`src/rtl/mlsc_cfg.svh`:
```
/*
  Offsets, field positions, reset values and counts for the MAC interface
  loopback and start-of-packet control block.
  Assumes inclusion by bare name from the design modules and the bench modules.
*/
// Summary of operation
// - Local loopback enable turns MAC transmit frames back into the MAC receiver.
// - With local loopback, transmit suppression keeps looped data away from the PHY.
// - Remote loopback enable sends line receive data back out the transmitter.
// - With remote loopback, receive suppression withholds received data from the MAC.
// - Loopback register resets to 0x000A; bits 15 to 4 read-only.
// - Start-of-packet register resets to 0x001B; bits 15 to 6 read-only.
// - Receive indication produced only while receive enable bit 0 is set.
// - Transmit indication produced only while transmit enable bit 3 is set.
// - Transmit delimiter-trigger bit 4 makes transmit indication assert at delimiter.
// - Transmit preamble-check bit 5 applies an eight-byte preamble length check.
// - Receive enable plus delimiter-trigger bit 1: indicate on delimiter reception.
// - Receive delimiter-trigger clear: indicate as soon as RX_DV becomes active.
// - Receive indication stays asserted until the current frame ends.
// - Receive preamble-check bit 2 set, no delimiter: indicate after eight bytes.
// - Receive preamble-check clear: no indication without delimiter in eight bytes.
`ifndef MLSC_CFG_SVH
`define MLSC_CFG_SVH

// Register addresses
`define MLSC_ADDR_LOOPBACK   16'h8055
`define MLSC_ADDR_SOP_CTRL   16'h805A

// Writable masks and reset values
`define MLSC_LOOPBACK_MASK   16'h000F
`define MLSC_LOOPBACK_RST    16'h000A
`define MLSC_SOP_MASK        16'h003F
`define MLSC_SOP_RST         16'h001B

// Loopback field positions
`define MLSC_LB_LOCAL_EN     0
`define MLSC_LB_LOCAL_TXSUP  1
`define MLSC_LB_REMOTE_EN    2
`define MLSC_LB_REMOTE_RXSUP 3

// Start-of-packet field positions
`define MLSC_SOP_RX_EN       0
`define MLSC_SOP_RX_SFD      1
`define MLSC_SOP_RX_LEN      2
`define MLSC_SOP_TX_EN       3
`define MLSC_SOP_TX_SFD      4
`define MLSC_SOP_TX_LEN      5

// Preamble byte limit and delimiter octet
`define MLSC_PREAMBLE_BYTES  4'h8
`define MLSC_SFD_OCTET       8'hD5

`endif

```
`src/rtl/mlsc_pkg.sv`:
```
/*
  Types used by the start-of-packet detector alone.
  Assumes the constants header is available on the include path.
*/
package mlsc_pkg;
  // Detector states
  typedef enum logic [1:0] {
    MLSC_IDLE,
    MLSC_HUNT,
    MLSC_ACTIVE,
    MLSC_WAIT_END
  } mlsc_sop_state_t;
endpackage : mlsc_pkg

```
`src/rtl/mlsc_sop_det.sv`:
```
/*
  Start-of-packet indication for one direction of the MAC/PHY stream.
  Assumes byte-wide data qualified by a valid level lasting the whole frame.
*/
`timescale 1ns/10ps
`include "mlsc_cfg.svh"
module mlsc_sop_det (
  // Clock and reset
  input  wire logic       clk_sys_i,
  input  wire logic       sys_rst_i,
  // Options
  input  wire logic       enable_i,
  input  wire logic       sfd_trigger_i,
  input  wire logic       len_check_i,
  // Byte stream
  input  wire logic       dv_i,
  input  wire logic [7:0] data_i,
  // Indication
  output logic            sop_o
);
  mlsc_pkg::mlsc_sop_state_t state;
  mlsc_pkg::mlsc_sop_state_t next_state;
  logic [3:0]                count;
  logic [3:0]                next_count;
  logic                      is_sfd;

  assign is_sfd = (data_i == `MLSC_SFD_OCTET);

  // Next state: hunt for delimiter, count preamble bytes, hold to frame end
  always_comb begin
    next_state = state;
    next_count = count;
    case (state)
      mlsc_pkg::MLSC_IDLE: begin
        next_count = 4'h0;
        if (dv_i && enable_i) begin
          if (!sfd_trigger_i) begin
            next_state = mlsc_pkg::MLSC_ACTIVE;
          end else if (is_sfd) begin
            next_state = mlsc_pkg::MLSC_ACTIVE;
          end else begin
            next_state = mlsc_pkg::MLSC_HUNT;
            next_count = 4'h1;
          end
        end
      end
      mlsc_pkg::MLSC_HUNT: begin
        if (!dv_i) begin
          next_state = mlsc_pkg::MLSC_IDLE;
        end else if (is_sfd) begin
          next_state = mlsc_pkg::MLSC_ACTIVE;
        end else if (count >= `MLSC_PREAMBLE_BYTES - 4'h1) begin
          if (len_check_i) begin
            next_state = mlsc_pkg::MLSC_ACTIVE;
          end else begin
            next_state = mlsc_pkg::MLSC_WAIT_END;
          end
        end else begin
          next_count = count + 4'h1;
        end
      end
      mlsc_pkg::MLSC_ACTIVE: begin
        if (!dv_i) begin
          next_state = mlsc_pkg::MLSC_IDLE;
        end
      end
      mlsc_pkg::MLSC_WAIT_END: begin
        if (!dv_i) begin
          next_state = mlsc_pkg::MLSC_IDLE;
        end
      end
      default: begin
        next_state = mlsc_pkg::MLSC_IDLE;
      end
    endcase
    if (!enable_i) begin
      next_state = mlsc_pkg::MLSC_IDLE;
    end
  end

  // State registers
  always_ff @(posedge clk_sys_i) begin
    if (sys_rst_i) begin
      state <= mlsc_pkg::MLSC_IDLE;
      count <= 4'h0;
    end else begin
      state <= next_state;
      count <= next_count;
    end
  end

  // Indication held while active
  assign sop_o = (state == mlsc_pkg::MLSC_ACTIVE) && enable_i;
endmodule : mlsc_sop_det

```
`src/rtl/mlsc_top.sv`:
```
/*
  MAC interface loopback and start-of-packet control: two configuration
  registers on the management map, loopback steering of the byte streams
  between MAC and PHY, and a start-of-packet indication for each direction.
  Assumes a single-cycle management access port with address, write strobe
  and read strobe, and byte streams synchronous to the system clock.
*/
`timescale 1ns/10ps
`include "mlsc_cfg.svh"
module mlsc_top (
  // Clock and reset
  input  wire logic        clk_sys_i,
  input  wire logic        sys_rst_i,
  // Management register access
  input  wire logic [15:0] reg_addr_i,
  input  wire logic        reg_wr_i,
  input  wire logic [15:0] reg_wdata_i,
  input  wire logic        reg_rd_i,
  output logic      [15:0] reg_rdata_o,
  output logic             reg_hit_o,
  // MAC transmit stream in
  input  wire logic        mac_tx_en_i,
  input  wire logic [7:0]  mac_tx_data_i,
  // PHY receive stream in
  input  wire logic        phy_rx_dv_i,
  input  wire logic [7:0]  phy_rx_data_i,
  // Stream out to PHY transmitter
  output logic             phy_tx_en_o,
  output logic      [7:0]  phy_tx_data_o,
  // Stream out to MAC receiver
  output logic             mac_rx_dv_o,
  output logic      [7:0]  mac_rx_data_o,
  // Start-of-packet indications
  output logic             tx_start_of_packet_indication_o,
  output logic             rx_start_of_packet_indication_o
);
  logic [15:0] loopback_config;
  logic [15:0] next_loopback_config;
  logic [15:0] start_of_packet_control;
  logic [15:0] next_start_of_packet_control;
  logic [15:0] next_rdata;
  logic        next_tx_en;
  logic [7:0]  next_tx_data;
  logic        next_rx_dv;
  logic [7:0]  next_rx_data;
  logic        local_loop_enable;
  logic        local_loop_tx_suppress;
  logic        remote_loop_enable;
  logic        remote_loop_rx_suppress;
  logic [1:0]  addr_sel;

  // Address decode shared by read and write paths
  function automatic logic [1:0] mlsc_decode(input logic [15:0] addr);
    mlsc_decode = {addr == `MLSC_ADDR_SOP_CTRL, addr == `MLSC_ADDR_LOOPBACK};
  endfunction : mlsc_decode

  // Decoded register select and loopback fields
  assign addr_sel                = mlsc_decode(reg_addr_i);
  assign local_loop_enable       = loopback_config[`MLSC_LB_LOCAL_EN];
  assign local_loop_tx_suppress  = loopback_config[`MLSC_LB_LOCAL_TXSUP];
  assign remote_loop_enable      = loopback_config[`MLSC_LB_REMOTE_EN];
  assign remote_loop_rx_suppress = loopback_config[`MLSC_LB_REMOTE_RXSUP];

  // Register writes, reserved bits masked off
  always_comb begin
    next_loopback_config         = loopback_config;
    next_start_of_packet_control = start_of_packet_control;
    if (reg_wr_i && addr_sel[0]) begin
      next_loopback_config = reg_wdata_i & `MLSC_LOOPBACK_MASK;
    end
    if (reg_wr_i && addr_sel[1]) begin
      next_start_of_packet_control = reg_wdata_i & `MLSC_SOP_MASK;
    end
  end

  // Read data, unmapped addresses read zero
  always_comb begin
    next_rdata = reg_rdata_o;
    if (reg_rd_i) begin
      case (addr_sel)
        2'b01:   next_rdata = loopback_config & `MLSC_LOOPBACK_MASK;
        2'b10:   next_rdata = start_of_packet_control & `MLSC_SOP_MASK;
        default: next_rdata = 16'h0000;
      endcase
    end
  end

  assign reg_hit_o = |addr_sel;

  // Configuration and read registers
  always_ff @(posedge clk_sys_i) begin
    if (sys_rst_i) begin
      loopback_config         <= `MLSC_LOOPBACK_RST;
      start_of_packet_control <= `MLSC_SOP_RST;
      reg_rdata_o             <= 16'h0000;
    end else begin
      loopback_config         <= next_loopback_config;
      start_of_packet_control <= next_start_of_packet_control;
      reg_rdata_o             <= next_rdata;
    end
  end

  // Stream steering toward the PHY transmitter
  always_comb begin
    next_tx_en   = mac_tx_en_i;
    next_tx_data = mac_tx_data_i;
    if (remote_loop_enable) begin
      next_tx_en   = phy_rx_dv_i;
      next_tx_data = phy_rx_data_i;
    end else if (local_loop_enable && local_loop_tx_suppress) begin
      next_tx_en   = 1'b0;
      next_tx_data = 8'h00;
    end
    if (!next_tx_en) begin
      next_tx_data = 8'h00;
    end
  end

  // Stream steering toward the MAC receiver
  always_comb begin
    next_rx_dv   = phy_rx_dv_i;
    next_rx_data = phy_rx_data_i;
    if (local_loop_enable) begin
      next_rx_dv   = mac_tx_en_i;
      next_rx_data = mac_tx_data_i;
    end else if (remote_loop_enable && remote_loop_rx_suppress) begin
      next_rx_dv   = 1'b0;
      next_rx_data = 8'h00;
    end
    if (!next_rx_dv) begin
      next_rx_data = 8'h00;
    end
  end

  // Stream output registers, one cycle latency
  always_ff @(posedge clk_sys_i) begin
    if (sys_rst_i) begin
      phy_tx_en_o   <= 1'b0;
      phy_tx_data_o <= 8'h00;
      mac_rx_dv_o   <= 1'b0;
      mac_rx_data_o <= 8'h00;
    end else begin
      phy_tx_en_o   <= next_tx_en;
      phy_tx_data_o <= next_tx_data;
      mac_rx_dv_o   <= next_rx_dv;
      mac_rx_data_o <= next_rx_data;
    end
  end

  // Receive indication watches the stream delivered to the MAC
  mlsc_sop_det u_rx_sop (
    .clk_sys_i     (clk_sys_i),
    .sys_rst_i     (sys_rst_i),
    .enable_i      (start_of_packet_control[`MLSC_SOP_RX_EN]),
    .sfd_trigger_i (start_of_packet_control[`MLSC_SOP_RX_SFD]),
    .len_check_i   (start_of_packet_control[`MLSC_SOP_RX_LEN]),
    .dv_i          (mac_rx_dv_o),
    .data_i        (mac_rx_data_o),
    .sop_o         (rx_start_of_packet_indication_o)
  );

  // Transmit indication watches the stream sent to the PHY
  mlsc_sop_det u_tx_sop (
    .clk_sys_i     (clk_sys_i),
    .sys_rst_i     (sys_rst_i),
    .enable_i      (start_of_packet_control[`MLSC_SOP_TX_EN]),
    .sfd_trigger_i (start_of_packet_control[`MLSC_SOP_TX_SFD]),
    .len_check_i   (start_of_packet_control[`MLSC_SOP_TX_LEN]),
    .dv_i          (phy_tx_en_o),
    .data_i        (phy_tx_data_o),
    .sop_o         (tx_start_of_packet_indication_o)
  );
endmodule : mlsc_top

```
`config.mk`:
```
export PLATFORM = sky130hd
export DESIGN_NAME = mlsc_top
export DESIGN_NICKNAME = d
export VERILOG_FILES = /design/src/rtl/mlsc_pkg.sv /design/src/rtl/mlsc_sop_det.sv /design/src/rtl/mlsc_top.sv
export VERILOG_INCLUDE_DIRS = /design/src /design/src/rtl
export SDC_FILE = /design/constraint.sdc
export NUM_CORES = 1
export LEC_CHECK = 0
export ABC_AREA = 1
export BUFFER_PORTS_ARGS = -buffer_cell sky130_fd_sc_hd__buf_2
export CAP_MARGIN = 10
export CORE_MARGIN = 2
export CORE_UTILIZATION = 45
export DETAILED_ROUTE_END_ITERATION = 10
export PLACE_DENSITY = 0.74
export SLEW_MARGIN = 25
export SYNTH_ARGS = -nofsm -noshare
export SYNTH_HDL_FRONTEND = slang
export SYNTH_SLANG_ARGS = --single-unit
```
`constraint.sdc`:
```
create_clock -name clk_sys_i -period 3.2 [get_ports clk_sys_i]
set_input_delay 0.16 -clock clk_sys_i [delete_from_list [all_inputs] [get_ports clk_sys_i]]
set_output_delay 0.16 -clock clk_sys_i [all_outputs]
set_load 0.01 [all_outputs]
```
==> out/qor.tcl, run 1 <==
set qor(outcome) {complete, no violations}
set qor(dp.cells) 481
set qor(synth-xor-area-share_pct) 0
set qor(layout_worst_path_cycle_share_pct) 51.0
set qor(vias_per_cell) 4.71
set qor(wire_length_of_the_first_global_routing_pass_microns) 9400
set qor(post-synth-top-area-fraction_pct) 38.8
set qor(design.core.area_sq_um) 5110
set qor(clkSinkCount) 46
set qor(r2r_slack_ps) 1570
set qor(post-layout-total-power_uw) 1460
set qor(power_switching_share_pct) 29.1
set qor(grt_overflow_total) 0
set qor(yosysUniqueCellTypes) 28
set qor(die_width_microns) 76.6
set qor(port_buffers) 70
set qor(firstDrtPassIters) 4
set qor(cp_slowest_stage_delay_ps) 770
set qor(setup_tns_ps) 0
set qor(ctsLongestPathBuffers) 2
set qor(post-cts-setup-buffer-count) 0
set qor(syn-cell-area_sq_um) 2370
set qor(post_synthesis_mux_area_share_pct) 0
set qor(detailedPlacementHpwl_microns) 4230
set qor(place_ws_ps) 1570
set qor(synth_adder_area_share_pct) 2.64
set qor(crit_path_leading_delay_family) {flip-flops}
set qor(post_synthesis_compound_gate_area_fraction_pct) 16.1
set qor(power_frac_comb_pct) 20.3
set qor(slew_viol_final) 0
set qor(cts_tree) {yes}
set qor(grt_start_max_net_pins) 19
set qor(layout.cells.most_common_list) {sky130_fd_sc_hd__nand2_1, sky130_fd_sc_hd__buf_2, sky130_fd_sc_hd__nor2_1}
set qor(number_of_global_route_vias_before_repair) 2144
set qor(cts-buffers-inserted) 5
set qor(average_cell_area_after_synthesis_sq_um) 6.83
set qor(die_h_microns) 76.6
set qor(netlist.top_cell.by_area) {sky130_fd_sc_hd__dfxtp_1}
set qor(gp_congestion) 0.943
set qor(min-delay-path-class) {in2reg}
set qor(worstSetupPathDepth) 5
set qor(cts_root_buffer) {sky130_fd_sc_hd__clkbuf_8}
set qor(endpoint) {mac_rx_data_o[5]}
set qor(floorplan.initialDensity_pct) 46.4
set qor(rsz_0062_raised_after_global_routing) {false}
set qor(filler_cell_count) 508
set qor(post-route-min-period_ps) 1630
set qor(drive_gt1_share_pct) 23.4
set qor(worstSetupEndpointType) {register}
set qor(clk_pin_slew_worst_paths_ps) 90
set qor(final_cell_count_no_fill) 489
set qor(final_setup_violating_endpoints) 0
set qor(synth-seq-cells) 46
set qor(placementRows) 26
set qor(post_cts.resized_instances) 0
set qor(synth.yosys.seq_area_share_pct) 38.8
set qor(grt_antenna_before_repair) 0
set qor(synth_top_family_by_area) {simple AND/OR/NAND/NOR gates}
set qor(vdd_ir_drop_max_mv) 0.276
set qor(clock_power_share_pct) 35.2
set qor(fmax_mhz) 612
set qor(routed_wl_microns) 5390
set qor(crit_slowest_cell) {sky130_fd_sc_hd__dfxtp_1}
set qor(setup.worst_path.start) {loopback_config[0]}
set qor(simple_gate_portion_of_the_synthesized_area_pct) 29.7
set qor(ios) 91
set qor(switching_power_uw) 425
set qor(drt_iter0_drc) 118
set qor(route.detailed.wl_per_inst_microns) 11.0
set qor(yosys_warnings) 0
set qor(flow.area_growth_from_synthesis_pct) 20.9
set qor(cp_data_required_time_ps) 3350
set qor(post-route-drc-count) 0
set qor(floorplan.die_area_sq_um) 5870
set qor(post-route-worst-setup-slack_ps) 1570
set qor(r2r_end) {mac_rx_data_o[5]}
set qor(slew_at_the_pin_with_the_worst_max_slew_slack_ps) 685
set qor(insertedDiodeCount) 0
set qor(hold_viol) 0
set qor(insertion_delay_ps) 300
set qor(netlist_top_cells_area) {sky130_fd_sc_hd__dfxtp_1, sky130_fd_sc_hd__nand2_1, sky130_fd_sc_hd__nor2_1}
set qor(worst_ep_arrival_time_ps) 1790
set qor(critical_path.reg2reg.startpoint) {loopback_config[0]}
set qor(relSlewSlack_pct) 54.3
set qor(timing.critical_path.fanout_max) 18
set qor(internal_power_uw) 1040
set qor(power_per_cell_area_nw_per_um2) 510
set qor(crit_chain) {clkinv_2 > nor2_1 > nor3_4 > inv_2 > a211oi_2}
set qor(postSynthCellCount) 347
set qor(power_leakage_uw) 0.00149
set qor(cts-hold-fix-buffers) 0
set qor(max_cap_violations) 0
set qor(drtAntennaViolNets) 0
set qor(dr_total_vias) 2303
set qor(pwr-share-seq_pct) 44.5
set qor(worst_setup_path_start_kind) {register}
set qor(setup.worst_path.class) {reg2reg}
set qor(worst-path-buf-inv) 2
set qor(worst_clock_skew_ps) 4.26
set qor(layout.cells.most_common) {sky130_fd_sc_hd__nand2_1}
set qor(cts.htree.levels) 2
set qor(globalRouteTotalUtil_pct) 19.7
set qor(num-nets-final) 477
set qor(worst_r2r_path_depth) 5
-- cells by family (layout without fill, tap and decap cells) --
group           count (synthesis)  count (layout)
buf+inv                        64             127
other cells                     1              10
simple gates                  169             169
fa+ha+maj                       5               5
compound gates                 62              62
flops                          46              46
-- per-stage QoR --
stage | instance area [sq um] | util (%) | hold WS (ps)
after floorplan | 2400 | - | 236
after global placement | 2730 | 53.5 | 381
after detailed placement | 2730 | 53.5 | 384
after CTS | 2870 | 56.1 | 64.4
after global routing | 2870 | 56.1 | 75.4
final | 2870 | 56.1 | 72.0
-- worst min path at each step --
stage                                       endpoint  slack (ps)  depth (start not counted)           start
after floorplan                          mac_rx_dv_o         240                          1       sys_rst_i
after global placement    start_of_packet_control[4]         380                          3  reg_wdata_i[4]
after detailed placement  start_of_packet_control[4]         380                          3  reg_wdata_i[4]
after CTS                 start_of_packet_control[4]          60                          3  reg_wdata_i[4]
after global routing      start_of_packet_control[5]          80                          3  reg_wdata_i[5]
final                     start_of_packet_control[4]          70                          3  reg_wdata_i[4]
-- worst register-to-register path, stage by stage (launching register included) --
cell and delay, ps:
sky130_fd_sc_hd__dfxtp_1 770, sky130_fd_sc_hd__clkinv_2 200, sky130_fd_sc_hd__nor2_1 220, sky130_fd_sc_hd__nor3_4 70, sky130_fd_sc_hd__inv_2 170, sky130_fd_sc_hd__a211oi_2 60
-- registers in the layout, summed over array words and instances, names as in the netlist --
register	count
phy_tx_data_o	8
reg_rdata_o	6
start_of_packet_control	6
mac_rx_data_o	8
loopback_config	4
u_tx_sop.count	4
u_rx_sop.state	2
phy_tx_en_o	1
mac_rx_dv_o	1
u_rx_sop.count	4
u_tx_sop.state	2
-- cells in the mapped netlist --
| cell type | instances |
|---|---|
| sky130_fd_sc_hd__ha_1 | 5 |
| sky130_fd_sc_hd__nand2_2 | 2 |
| sky130_fd_sc_hd__a211oi_2 | 7 |
| sky130_fd_sc_hd__conb_1 | 1 |
| sky130_fd_sc_hd__a22oi_1 | 2 |
| sky130_fd_sc_hd__dfxtp_1 | 46 |
| sky130_fd_sc_hd__nor3_1 | 3 |
| sky130_fd_sc_hd__o22ai_1 | 3 |
| sky130_fd_sc_hd__buf_4 | 10 |
| sky130_fd_sc_hd__nor3_4 | 1 |
| sky130_fd_sc_hd__nor2_2 | 1 |
| sky130_fd_sc_hd__a21oi_1 | 28 |
| sky130_fd_sc_hd__o211ai_1 | 1 |
| sky130_fd_sc_hd__clkinv_2 | 1 |
| sky130_fd_sc_hd__nand2_1 | 83 |
| sky130_fd_sc_hd__a22o_1 | 1 |
| sky130_fd_sc_hd__a21oi_2 | 1 |
| sky130_fd_sc_hd__nand4_1 | 2 |
| sky130_fd_sc_hd__and2_1 | 1 |
| sky130_fd_sc_hd__nand3_1 | 20 |
| sky130_fd_sc_hd__nor3_2 | 1 |
| sky130_fd_sc_hd__nor2_1 | 54 |
| sky130_fd_sc_hd__buf_2 | 3 |
| sky130_fd_sc_hd__inv_2 | 5 |
| sky130_fd_sc_hd__buf_6 | 2 |
| sky130_fd_sc_hd__nand2_4 | 1 |
| sky130_fd_sc_hd__o21ai_0 | 19 |
| sky130_fd_sc_hd__inv_1 | 43 |
-- metal layers --
layer,routed length [microns],up-vias,global-route usage (%)
li1,-,1225,-
met1,2510,1002,24.6
met2,2500,65,32.7
met3,244,11,4.03
met4,142,0,8.91
met5,0,-,0
-- power by group through the flow --
stage,registers (uW),clock network (uW),logic [uW]
2_1_floorplan,660,0,216
3_3_place_gp,662,0,288
3_5_place_dp,663,0,295
4_1_cts,650,525,298
5_1_grt,658,545,339
6_report,650,514,297
-- layout make-up --
type,instances,area (sq um),share of cell area [%]
Inverter,49,185,6.46
Tap cell,70,87.6,3.05
Timing Repair Buffer,70,350,12.2
Clock inverter,3,68.8,2.40
Sequential cell,46,921,32.1
Clock buffer,5,68.8,2.40
Multi-Input combinational cell,246,1190,41.4
No activity file was read; power rests on OpenSTA's default activity.
==> run 2: changes to the inputs <==
--- a/config.mk
+++ b/config.mk
@@ -6,13 +6,13 @@
 export SDC_FILE = /design/constraint.sdc
 export NUM_CORES = 1
 export LEC_CHECK = 0
-export ABC_AREA = 1
+export ABC_AREA = 0
 export BUFFER_PORTS_ARGS = -buffer_cell sky130_fd_sc_hd__buf_2
 export CAP_MARGIN = 10
 export CORE_MARGIN = 2
 export CORE_UTILIZATION = 45
 export DETAILED_ROUTE_END_ITERATION = 10
-export PLACE_DENSITY = 0.74
+export PLACE_DENSITY = 0.75
 export SLEW_MARGIN = 25
 export SYNTH_ARGS = -nofsm -noshare
 export SYNTH_HDL_FRONTEND = slang
==> constraint.sdc (replaced) <==
create_clock -name clk_sys_i -period 1.6 [get_ports clk_sys_i]
set_input_delay 0.08 -clock clk_sys_i [delete_from_list [all_inputs] [get_ports clk_sys_i]]
set_output_delay 0.08 -clock clk_sys_i [all_outputs]
set_load 0.01 [all_outputs]
==> run 2 against run 1 <==
  * Sequential power grew 85%
  * Non-clock buffer count grew 12
  * Design area is 0.61% higher
  * Highest routed layer unchanged
==> out/qor.tcl, run 2 <==
set qor(outcome) {complete, no violations}
set qor(switching_power_uw) 540
set qor(setup.worst_path.start) {u_rx_sop.count[0]}
set qor(r2r_slack_ps) 90
set qor(grt_overflow_total) 0
set qor(drt_iter0_drc) 103
set qor(hold_viol) 0
set qor(power_leakage_uw) 0.00132
set qor(clkSinkCount) 46
set qor(die_h_microns) 75.8
set qor(layout.cells.most_common) {sky130_fd_sc_hd__buf_2}
set qor(number_of_global_route_vias_before_repair) 1877
set qor(synth-xor-area-share_pct) 0
set qor(drive_gt1_share_pct) 37.2
set qor(worst_setup_path_start_kind) {register}
set qor(synth_top_family_by_area) {simple AND/OR/NAND/NOR gates}
set qor(yosys_warnings) 0
set qor(min-delay-path-class) {in2reg}
set qor(synth_adder_area_share_pct) 2.70
set qor(firstDrtPassIters) 6
set qor(port_buffers) 70
set qor(layout.cells.most_common_list) {sky130_fd_sc_hd__buf_2, sky130_fd_sc_hd__dfxtp_1, sky130_fd_sc_hd__nor2_1}
set qor(vias_per_cell) 5.32
set qor(insertedDiodeCount) 0
set qor(cp_data_required_time_ps) 1830
set qor(netlist.top_cell.by_area) {sky130_fd_sc_hd__dfxtp_1}
set qor(globalRouteTotalUtil_pct) 18.2
set qor(routed_wl_microns) 5220
set qor(setup.worst_path.class) {reg2reg}
set qor(floorplan.die_area_sq_um) 5740
set qor(flow.area_growth_from_synthesis_pct) 24.4
set qor(yosysUniqueCellTypes) 55
set qor(syn-cell-area_sq_um) 2320
set qor(fmax_mhz) 663
set qor(post-route-drc-count) 0
set qor(cts-hold-fix-buffers) 0
set qor(design.core.area_sq_um) 5040
set qor(synth_flop_cell) {sky130_fd_sc_hd__dfxtp_1}
set qor(vdd_ir_drop_max_mv) 0.488
set qor(worst_clock_skew_ps) 9.20
set qor(final_setup_violating_endpoints) 0
set qor(post-synth-top-area-fraction_pct) 39.7
set qor(simple_gate_portion_of_the_synthesized_area_pct) 25.4
set qor(r2r_end) {u_rx_sop.count[3]}
set qor(pwr-share-seq_pct) 52.2
set qor(netlist_top_cells_area) {sky130_fd_sc_hd__dfxtp_1, sky130_fd_sc_hd__a22oi_1, sky130_fd_sc_hd__nor2_1}
set qor(average_cell_area_after_synthesis_sq_um) 9.46
set qor(filler_cell_count) 470
set qor(cts_root_buffer) {sky130_fd_sc_hd__clkbuf_8}
set qor(insertion_delay_ps) 290
set qor(die_width_microns) 75.8
set qor(post_synthesis_compound_gate_area_fraction_pct) 22.4
set qor(post-layout-total-power_uw) 2290
set qor(grt_start_max_net_pins) 25
set qor(worstSetupEndpointType) {register}
set qor(multi_input_comb_area_sq_um) 1290
set qor(internal_power_uw) 1750
set qor(synth.cells.most_frequent) {sky130_fd_sc_hd__dfxtp_1, sky130_fd_sc_hd__nor2_1, sky130_fd_sc_hd__a22oi_1, sky130_fd_sc_hd__a21oi_1}
set qor(endpoint) {u_rx_sop.count[3]}
set qor(postSynthCellCount) 245
set qor(dr_total_vias) 2103
set qor(route.detailed.wl_per_inst_microns) 13.2
set qor(number_of_enable_type_register_cells_in_the_synthesized_netlist) 0
set qor(placementRows) 26
set qor(power_per_cell_area_nw_per_um2) 793
set qor(power_frac_comb_pct) 10.6
set qor(floorplan.initialDensity_pct) 46.0
set qor(slew_at_the_pin_with_the_worst_max_slew_slack_ps) 521
set qor(clk_pin_slew_worst_paths_ps) 90
set qor(max_cap_violations) 0
set qor(seqCellArea_sq_um) 922
set qor(timing.critical_path.fanout_max) 4
set qor(critical_path.reg2reg.startpoint) {u_rx_sop.count[0]}
set qor(cts-buffers-inserted) 5
set qor(relSlewSlack_pct) 65.2
set qor(reg_top3) {mac_rx_data_o x8, phy_tx_data_o x8}
set qor(slew_viol_final) 0
set qor(asyncSetResetFlopFracSynth_pct) 0
set qor(fin_util_pct) 57.2
set qor(drtAntennaViolNets) 0
set qor(setup_tns_ps) 0
set qor(detailedPlacementHpwl_microns) 4160
set qor(cts_tree) {yes}
set qor(synth.yosys.seq_area_share_pct) 39.7
set qor(dp.cells) 385
set qor(gp_congestion) 0.811
set qor(wire_length_of_the_first_global_routing_pass_microns) 8110
set qor(worst_ep_arrival_time_ps) 1740
set qor(grt_antenna_before_repair) 0
set qor(ctsLongestPathBuffers) 2
set qor(ios) 91
set qor(synth-seq-cells) 46
set qor(worst_r2r_path_depth) 6
set qor(post-synth-top-count-cell) {sky130_fd_sc_hd__dfxtp_1}
set qor(num-nets-final) 383
set qor(post-route-min-period_ps) 1510
set qor(hold_path_startpoint) {phy_rx_data_i[1]}
set qor(power_switching_share_pct) 23.6
set qor(layout_worst_path_cycle_share_pct) 94.3
set qor(cts.htree.levels) 2
set qor(clock_power_share_pct) 37.2
set qor(post_synthesis_mux_area_share_pct) 3.02
set qor(final_cell_count_no_fill) 395
set qor(rsz_0062_raised_after_global_routing) {false}
[run 2: cell count changes in the layout (fill, tap and decap cells not counted), sizes merged, moves of 11 or more]
cell | previous run | this run
a21oi | 29 | 18
inv | 48 | 9
a22oi | 2 | 18
nor2 | 55 | 34
nand2 | 86 | 6
o21ai | 19 | 6
buf | 70 | 82
[run 2: how the worst min path moves through the flow]
stage                     cells after the start                         end  slack (ps)
final                                         3            mac_rx_data_o[1]          40
after global routing                          3            phy_tx_data_o[5]          50
after CTS                                     3            mac_rx_data_o[6]          40
after detailed placement                      3            mac_rx_data_o[1]         350
after global placement                        3  start_of_packet_control[5]         340
after floorplan                               2            mac_rx_data_o[0]         220
[run 2: critical path: stages, from the launching register on]
cell and delay (ps):
sky130_fd_sc_hd__dfxtp_2 340, sky130_fd_sc_hd__ha_2 190, sky130_fd_sc_hd__a21o_1 200, sky130_fd_sc_hd__a2111oi_4 340, sky130_fd_sc_hd__buf_4 180, sky130_fd_sc_hd__a41oi_1 110
sky130_fd_sc_hd__nor2_1 90
[run 2: kinds of logic after synthesis]
family | count (synthesis)
multiplexers | 7
AND/OR/NAND/NOR | 90
other | 1
AO/OA/AOI/OAI | 68
adder cells (fa/ha/maj) | 5
buffers and inverters | 28
flip-flops | 46
[run 2: through the flow]
stage	setup slack (ps)	hold WS (ps)	cell area [sq um]
2_1_floorplan	181	224	2350
3_3_place_gp	57.3	341	2750
3_5_place_dp	4.40	347	2750
4_1_cts	72.6	35.5	2860
5_1_grt	7.83	49.8	2890
6_report	91.7	41.5	2890
[run 2: power groups by stage]
stage	clock, uW	combinational [uW]	sequential, uW
floorplan	0	141	1220
global placement	0	234	1220
detailed placement	0	238	1220
CTS	878	239	1190
global route	924	267	1200
finish	852	242	1200
[run 2: metal layers]
layer | global-route usage [%] | up-vias | share of wire, %
met5 | 0 | - | 0
met4 | 6.04 | 0 | 1.0
met3 | 3.04 | 4 | 5.3
met2 | 31.0 | 66 | 50
met1 | 23.4 | 985 | 43
li1 | - | 1048 | -
[run 2: layout make-up]
cell class	count	area share [%]
clock buffers	5	2.39
clock inverters	3	1.56
inverters	9	1.17
multi-input cells	180	44.6
flip-flops and latches	46	32.0
well taps	70	3.04
repair buffers	82	15.3
[run 2: what timing repair did]
| action | in CTS | in global routing |
|---|---|---|
| setup endpoints to repair | 0 | 12 |
| buffers inserted | 0 | 2 |
| hold endpoints to repair | 0 | 0 |
| gates resized for setup | 0 | 5 |
